<file path="config.mk">
export PLATFORM = sky130hd
export DESIGN_NAME = gpc_prot_cfg
export DESIGN_NICKNAME = d
export VERILOG_FILES = /design/src/hw/gpc_pkg.sv /design/src/hw/gpc_prot_cfg.sv
export VERILOG_INCLUDE_DIRS = /design/src /design/src/hw
export SDC_FILE = /design/constraint.sdc
export NUM_CORES = 1
export LEC_CHECK = 0
export ABC_AREA = 1
export BUFFER_PORTS_ARGS = -buffer_cell sky130_fd_sc_hd__buf_2
export CAP_MARGIN = 20
export CORE_UTILIZATION = 25
export DETAILED_ROUTE_END_ITERATION = 7
export GPL_TIMING_DRIVEN = 0
export MAX_ROUTING_LAYER = met4
export PLACE_DENSITY = 0.42
export SETUP_SLACK_MARGIN = 0.05
export SLEW_MARGIN = 20
export SYNTH_ARGS = -nofsm -noshare
export SYNTH_HDL_FRONTEND = slang
export SYNTH_SLANG_ARGS = --single-unit
</file>
<file path="constraint.sdc">
create_clock -name core_clk -period 3.8 [get_ports core_clk]
set_input_delay 0.76 -clock core_clk [delete_from_list [all_inputs] [get_ports core_clk]]
set_output_delay 0.76 -clock core_clk [all_outputs]
set_load 0.02 [all_outputs]
</file>
<file path="src/hw/gpc_consts.svh">
// constants for the gate driver protection configuration bank
`ifndef GPC_CONSTS_SVH
`define GPC_CONSTS_SVH

// ==========================================================
// word select and widths
`define GPC_SEL_PROT      1'h0
`define GPC_SEL_TURNOFF   1'h1
`define GPC_PROT_W        12
`define GPC_WORD_W        16

// ==========================================================
// reset values
`define GPC_PROT_RST      12'h934
`define GPC_TURNOFF_RST   16'h7741

// ==========================================================
// protection_enable_config field positions
`define GPC_B_OVLO_OFF    11
`define GPC_B_CLP_SRC     10
`define GPC_B_GATE_MONITOR_BLANK_TIME_HI   9
`define GPC_B_GATE_MONITOR_BLANK_TIME_LO   8
`define GPC_B_GM_OFF      7
`define GPC_B_CLP_OFF     6
`define GPC_B_VCE_CLP     5
`define GPC_B_DESAT_ON    4
`define GPC_B_SC_OFF      3
`define GPC_B_OC_OFF      2
`define GPC_B_TSD_ON      1
`define GPC_B_NEG_LOCK    0

// ==========================================================
// turnoff_threshold_config field positions
`define GPC_B_GM_MASK     15
`define GPC_B_DTH_HI      14
`define GPC_B_DTH_LO      11
`define GPC_B_CHG_HI      10
`define GPC_B_CHG_LO      9
`define GPC_B_PULLDN      8
`define GPC_B_CTH_HI      7
`define GPC_B_CTH_LO      6
`define GPC_B_STO_HI      5
`define GPC_B_STO_LO      4
`define GPC_B_POL_HI      3
`define GPC_B_POL_LO      1
`define GPC_B_MUTE        0

// ==========================================================
// timing
`define GPC_CLK_NS        100
`define GPC_GM_BLK0_NS    500
`define GPC_GM_BLK1_NS    1000
`define GPC_GM_BLK2_NS    2500
`define GPC_GM_BLK3_NS    4000
`define GPC_DTH_BASE_MV   2500
`define GPC_DTH_STEP_MV   500
`define GPC_MUTE_CYCLES   16

`endif

</file>
<file path="src/hw/gpc_pkg.sv">
// types of the gate driver protection configuration bank
package gpc_pkg;

	// protection_enable_config, bits 11..0
	typedef struct packed {
		logic       sec_supply_overvolt_off;
		logic       clamp_source_select;
		logic [1:0] gate_monitor_blank_time;
		logic       gate_monitor_off;
		logic       clamp_off;
		logic       collector_clamp_on;
		logic       saturation_detect_on;
		logic       short_protect_off;
		logic       overcurrent_protect_off;
		logic       switch_thermal_protect_on;
		logic       neg_supply_lockout_on;
	} gpc_prot_t;

	// turnoff_threshold_config, bits 15..0
	typedef struct packed {
		logic       gate_monitor_mask_in_turnoff;
		logic [3:0] saturation_threshold_code;
		logic [1:0] blank_cap_charge_current;
		logic       sense_pulldown_on;
		logic [1:0] clamp_threshold_code;
		logic [1:0] soft_off_current_code;
		logic [2:0] fault_turnoff_policy;
		logic       pwm_mute_on;
	} gpc_turnoff_t;

	// fault inputs from the analog comparators
	typedef struct packed {
		logic short_circuit;
		logic desat;
		logic overcurrent;
		logic switch_thermal;
	} gpc_fault_t;

endpackage

</file>
<file path="src/hw/gpc_prot_cfg.sv">
// protection configuration register bank with fault turn-off policy decode
`timescale 1ns/1ps
`include "gpc_consts.svh"

module gpc_prot_cfg #(
	parameter int MUTE_CYCLES = `GPC_MUTE_CYCLES
) (
	input  wire logic                      core_clk,          // 10 MHz clock
	input  wire logic                      rst_b,             // async reset, active low
	input  wire logic                      cfg_wr_en,         // write strobe from serial port
	input  wire logic                      cfg_sel,           // 0 first word, 1 second word
	input  wire logic [`GPC_WORD_W-1:0]    cfg_wdata,         // write data
	input  wire logic                      cfg_rd_en,         // read strobe
	output logic      [`GPC_WORD_W-1:0]    cfg_rdata,         // read data, one cycle later
	input  wire gpc_pkg::gpc_fault_t       fault_in,          // asynchronous fault levels
	input  wire logic                      turnoff_busy_in,   // soft/two-level turnoff running
	input  wire logic                      pwm_in,            // incoming pwm command
	output gpc_pkg::gpc_prot_t             prot_cfg,          // first word fields
	output gpc_pkg::gpc_turnoff_t          turnoff_cfg,       // second word fields
	output logic                           soft_turnoff,      // soft turn-off request
	output logic                           two_level_turnoff, // two-level turn-off request
	output logic                           gm_detect_allow,   // gate monitor may flag faults
	output logic      [5:0]                gm_blank_cycles,   // gate monitor blanking in cycles
	output logic      [13:0]               sat_threshold_mv,  // desat threshold in mV
	output logic                           pwm_muted,         // muting in progress
	output logic                           pwm_out            // pwm after muting
);

	// ==========================================================
	// blanking lookup
	function automatic logic [5:0] blank_cycles(input logic [1:0] code);
		logic [5:0] r;
		r = 6'h0;
		case (code)
			2'h0: r = 6'((`GPC_GM_BLK0_NS) / (`GPC_CLK_NS));
			2'h1: r = 6'((`GPC_GM_BLK1_NS) / (`GPC_CLK_NS));
			2'h2: r = 6'((`GPC_GM_BLK2_NS) / (`GPC_CLK_NS));
			2'h3: r = 6'((`GPC_GM_BLK3_NS) / (`GPC_CLK_NS));
			default: r = 6'h0;
		endcase
		return r;
	endfunction

	// fault coverage of a policy code
	function automatic logic policy_hit(input logic [1:0] lvl, input gpc_pkg::gpc_fault_t f);
		logic h;
		h = 1'b0;
		if (lvl >= 2'h1) begin
			h = f.short_circuit | f.desat;
		end
		if (lvl >= 2'h2) begin
			h = h | f.overcurrent;
		end
		if (lvl == 2'h3) begin
			h = h | f.switch_thermal;
		end
		return h;
	endfunction

	// ==========================================================
	// synchronisers
	logic [5:0]          sync1_q;
	logic [5:0]          sync2_q;
	gpc_pkg::gpc_fault_t flt_s;
	logic                busy_s;
	logic                pwm_s;

	always_ff @(posedge core_clk or negedge rst_b) begin
		if (!rst_b) begin
			sync1_q <= 6'h0;
			sync2_q <= 6'h0;
		end else begin
			sync1_q <= {fault_in, turnoff_busy_in, pwm_in};
			sync2_q <= sync1_q;
		end
	end

	assign flt_s  = sync2_q[5:2];
	assign busy_s = sync2_q[1];
	assign pwm_s  = sync2_q[0];

	// ==========================================================
	// register bank
	logic [`GPC_PROT_W-1:0] prot_q;
	logic [`GPC_WORD_W-1:0] toff_q;

	// reset and write of first word
	always_ff @(posedge core_clk or negedge rst_b) begin
		if (!rst_b) begin
			prot_q <= `GPC_PROT_RST;
		end else if (cfg_wr_en && cfg_sel == `GPC_SEL_PROT) begin
			prot_q <= cfg_wdata[`GPC_PROT_W-1:0];
		end
	end

	// reset and write of second word
	always_ff @(posedge core_clk or negedge rst_b) begin
		if (!rst_b) begin
			toff_q <= `GPC_TURNOFF_RST;
		end else if (cfg_wr_en && cfg_sel == `GPC_SEL_TURNOFF) begin
			toff_q <= cfg_wdata;
		end
	end

	// upper bits of first word belong elsewhere and read zero
	always_ff @(posedge core_clk or negedge rst_b) begin
		if (!rst_b) begin
			cfg_rdata <= 16'h0;
		end else if (cfg_rd_en) begin
			cfg_rdata <= (cfg_sel == `GPC_SEL_PROT) ? {4'h0, prot_q} : toff_q;
		end
	end

	// fields drive the analog side through one register stage
	always_ff @(posedge core_clk or negedge rst_b) begin
		if (!rst_b) begin
			prot_cfg    <= gpc_pkg::gpc_prot_t'(`GPC_PROT_RST);
			turnoff_cfg <= gpc_pkg::gpc_turnoff_t'(`GPC_TURNOFF_RST);
		end else begin
			prot_cfg    <= gpc_pkg::gpc_prot_t'(prot_q);
			turnoff_cfg <= gpc_pkg::gpc_turnoff_t'(toff_q);
		end
	end

	// ==========================================================
	// derived settings
	gpc_pkg::gpc_prot_t    pc;
	gpc_pkg::gpc_turnoff_t tc;
	assign pc = gpc_pkg::gpc_prot_t'(prot_q);
	assign tc = gpc_pkg::gpc_turnoff_t'(toff_q);

	// blanking code to cycles, linear threshold
	always_ff @(posedge core_clk or negedge rst_b) begin
		if (!rst_b) begin
			gm_blank_cycles  <= 6'h0;
			sat_threshold_mv <= 14'h0;
		end else begin
			gm_blank_cycles  <= blank_cycles(pc.gate_monitor_blank_time);
			sat_threshold_mv <= 14'(`GPC_DTH_BASE_MV)
				+ 14'(tc.saturation_threshold_code) * 14'(`GPC_DTH_STEP_MV);
		end
	end

	// monitor off, masked while turn-off runs
	always_ff @(posedge core_clk or negedge rst_b) begin
		if (!rst_b) begin
			gm_detect_allow <= 1'b0;
		end else begin
			gm_detect_allow <= !pc.gate_monitor_off
				&& !(tc.gate_monitor_mask_in_turnoff && busy_s);
		end
	end

	// ==========================================================
	// fault turn-off policy
	gpc_pkg::gpc_fault_t flt_en;
	logic                pol_hit;

	assign flt_en.short_circuit  = flt_s.short_circuit && !pc.short_protect_off;
	assign flt_en.desat          = flt_s.desat && pc.saturation_detect_on;
	assign flt_en.overcurrent    = flt_s.overcurrent && !pc.overcurrent_protect_off;
	assign flt_en.switch_thermal = flt_s.switch_thermal && pc.switch_thermal_protect_on;
	assign pol_hit = policy_hit(tc.fault_turnoff_policy[1:0], flt_en);

	// bit 2 picks two-level over soft
	always_ff @(posedge core_clk or negedge rst_b) begin
		if (!rst_b) begin
			soft_turnoff      <= 1'b0;
			two_level_turnoff <= 1'b0;
		end else begin
			soft_turnoff      <= pol_hit && !tc.fault_turnoff_policy[2];
			two_level_turnoff <= pol_hit && tc.fault_turnoff_policy[2];
		end
	end

	// ==========================================================
	// pwm muting
	logic        mute_flt;
	logic        mute_flt_q;
	logic [15:0] mute_cnt_q;
	assign mute_flt = flt_en.short_circuit | flt_en.overcurrent | flt_en.switch_thermal;

	always_ff @(posedge core_clk or negedge rst_b) begin
		if (!rst_b) begin
			mute_flt_q <= 1'b0;
			mute_cnt_q <= 16'h0;
		end else begin
			mute_flt_q <= mute_flt;
			if (mute_flt && !mute_flt_q && tc.pwm_mute_on) begin
				mute_cnt_q <= 16'(MUTE_CYCLES);
			end else if (mute_cnt_q != 16'h0) begin
				mute_cnt_q <= mute_cnt_q - 16'h1;
			end
		end
	end

	always_ff @(posedge core_clk or negedge rst_b) begin
		if (!rst_b) begin
			pwm_muted <= 1'b0;
			pwm_out   <= 1'b0;
		end else begin
			pwm_muted <= mute_cnt_q != 16'h0;
			pwm_out   <= pwm_s && mute_cnt_q == 16'h0;
		end
	end

	logic rst_seen_q;
	always_ff @(posedge core_clk or negedge rst_b) begin
		if (!rst_b) begin
			rst_seen_q <= 1'b0;
		end else begin
			rst_seen_q <= 1'b1;
		end
	end
endmodule // gpc_prot_cfg

</file>
==> results.ini <==
[grt]
grt_max_degree=64
antenna_found_initial=0
grt_use_total_pct=12.8
grt_pass1_vias=3846
gr-total-overflow=0
grt_pass1_wl_um=20400

[layout]
mostFrequentLayoutCells=nand2_1, dfrtp_1, buf_2
final_common_cell=nand2_1
drive_gt1_share_pct=25.6
diodes=0
stdcell_count=914
area_growth_pct=26.9
fillers=2114
fin_nets=681

[route]
drt-initial-drc-count=162
drt-total-wl_um=12300
wl_per_cell_um=13.5
drc=0
ant_nets=0
vias=3755
drtPass1Iterations=4
via_per_inst=4.11

[yosys]
syn-instance-count=518
synthArstFlopShare_pct=100
synth_area_per_cell_um2=10.1
synthTopCellsByArea=dfrtp_1, dfstp_2, nand2_1
syn-cell-area_mm2=0.00521
synth.distinct_cells=36
synth_top_area_share_pct=47.1
yosys_most_used_dff=dfrtp_1
synth-edff-count=0
ys_warn_count=0
yosys.area.top_type=dfrtp_1
ys_ff_latch=124
yosysSeqAreaShare_pct=60.2

[worst_setup_path]
slowest_delay_ns=0.65
path_max_fanout=7
crit_top_cell=nand2_1
cpMaxStageDelayCell=dfstp_2
rr_worst_depth=13
arrival_ns=3.38
worstReg2RegEnd=sat_threshold_mv[12]
cp.required_ns=4.11
endpoint_kind=flop
r2r-start=tc[13]
crit_type=flop to flop
critPathLaunchType=flop
reg2reg_slack_ns=0.72
crit_chain=fa_1 > inv_1 > fa_1 > inv_1 > ha_1 > xor2_1 > nand2_1 > nor2_1 > nand2_1 > nand3_1 > nand2_1 > nand2_1 > nand2_1

[clock_network]
cts_tree=done
postCtsHoldBufs=0
htree_num_levels=4
postCtsSetupBuffers=0
cts_buffer_depth=2
clk_pin_slew_ns=0.06
cts_sinks=124
insertion_delay_ns=0.41
cts_buffers=17
cts-root-buf=clkbuf_16
postCtsResizedCells=0

[place]
placedCellCount=882
place_congestion=0.763
hpwl_um=8700
port_buffers=92

[timing]
tns_ns=0
setup_viol=0
max_slew_margin_pct=57.4
fin_crit_sh_pct=81.0
hold_viol=0
drv_slew=0
fmax_mhz=325
worst_pin_slew_ns=0.639
fin_crit_ns=3.08
skew_ns=0.00907
rsz0062_at_grt=no
whs_ns=0.329

[pwr]
power.static_leakage_nw=3.33
power.total_mw=4.77
power_density_mw_per_mm2=721
ir_drop_v=0.000225
comb_power_share_pct=30.5
pwr-share-seq_pct=37.1
clkPwrFrac_pct=32.4
power.switching_mw=1.73
switching_share_pct=36.2
power.internal_mw=3.04

[die]
io_pins=96
core_mm2=0.0204
die_h_um=146
die_area_mm2=0.0214
core.rowCount=52
die-width_um=146
start_util_pct=25.6

[outcome]
outcome=finished clean

[min_path]
min_path_type=input port to async pin

[run]
maxCapViolCount=0

[synthesized netlist by cell type, types with 2 or more instances]
master    number
dfstp_2       26
fa_1           7
buf_6          2
xnor2_1        5
nor4_1         3
nand2_4        3
o21ai_0       26
nand3_1       18
nand2_1      114
a21oi_1       11
xor2_1        10
nand4_1        5
o21ai_1        3
a31oi_1       12
ha_1          16
clkbuf_1      10
inv_1         68
o22ai_1        4
buf_4          2
nor3_1         7
dfrtp_1       98
nor2_1        54
[worst max-delay path by stage]
stage | start | end | depth (start not counted)
after CTS | tc[13] | sat_threshold_mv[11] | 12
after detailed placement | tc[13] | sat_threshold_mv[11] | 12
after floorplan | tc[12] | sat_threshold_mv[12] | 13
final | tc[13] | sat_threshold_mv[12] | 13
after global placement | rst_b | sat_threshold_mv[13] | 1
after global routing | tc[13] | sat_threshold_mv[11] | 12
[per-layer routing]
metal | global-route usage, % | share of wire (%) | vias up
met3 | 3.41 | 3.9 | 12
met1 | 15.7 | 46 | 1814
met4 | 4.22 | 1.0 | 0
li1 | - | - | 1855
met5 | - | 0 | -
met2 | 20.3 | 49 | 74
[metrics by stage]
stage	utilization [%]	cell area [µm²]	setup WS [ns]
finish	32.5	6610	0.721
CTS	32.5	6610	0.661
detailed placement	29.7	6050	0.674
floorplan	-	5210	0.998
global placement	29.5	6010	0.369
global route	32.5	6610	0.433
[power groups by stage]
stage	Combinational [mW]	Clock (mW)	Sequential [mW]
4_1_cts	1.48	1.59	1.78
3_5_place_dp	1.48	0	1.79
3_3_place_gp	1.46	0	1.79
2_1_floorplan	0.932	0	1.92
6_report	1.46	1.54	1.77
5_1_grt	1.66	1.66	1.81
[worst max-delay path: cells and delay by family (launching register included)]
| kind | cells | cell delay, ns |
|---|---|---|
| xor+xnor | 1 | 0.29 |
| buf+inv | 2 | 0.20 |
| flops | 1 | 0.65 |
| fa+ha+maj | 3 | 1.20 |
| simple gates | 7 | 0.62 |
[cell families (layout without fill, tap and decap cells)]
| logic type | count (synthesis) | in the layout | synth area share (%) |
|---|---|---|---|
| XOR/XNOR | 15 | 15 | 2.52 |
| AND/OR/NAND/NOR | 213 | 213 | 18.1 |
| flip-flops | 124 | 124 | 60.2 |
| buffers and inverters | 83 | 208 | 6.41 |
| AO/OA/AOI/OAI | 59 | 59 | 6.22 |
| other | 1 | 2 | 0.0720 |
| adder cells (fa/ha/maj) | 23 | 23 | 6.53 |
[cell type report]
cell class	count	area (µm²)	share of cell area, %
multi-input cells	312	1740	26.4
repair buffers	93	494	7.47
inverters	69	259	3.92
flip-flops and latches	124	3140	47.4
well taps	270	338	5.11
clock buffers	18	429	6.49
clock inverters	14	138	2.08
plain buffers	14	75.1	1.14
[sequential cells by signal, summed over array words and instances, names as in the netlist]
signal             cells
cfg_rdata             16
gm_blank_cycles        6
gm_detect_allow        1
mute_cnt_q            16
mute_flt_q             1
pc                    12
prot_cfg              12
pwm_muted              1
pwm_out                1
sat_threshold_mv      12
soft_turnoff           1
sync1_q                6
sync2_q                6
tc                    16
turnoff_cfg           16
two_level_turnoff      1
No activity file was read; power rests on OpenSTA's default activity.
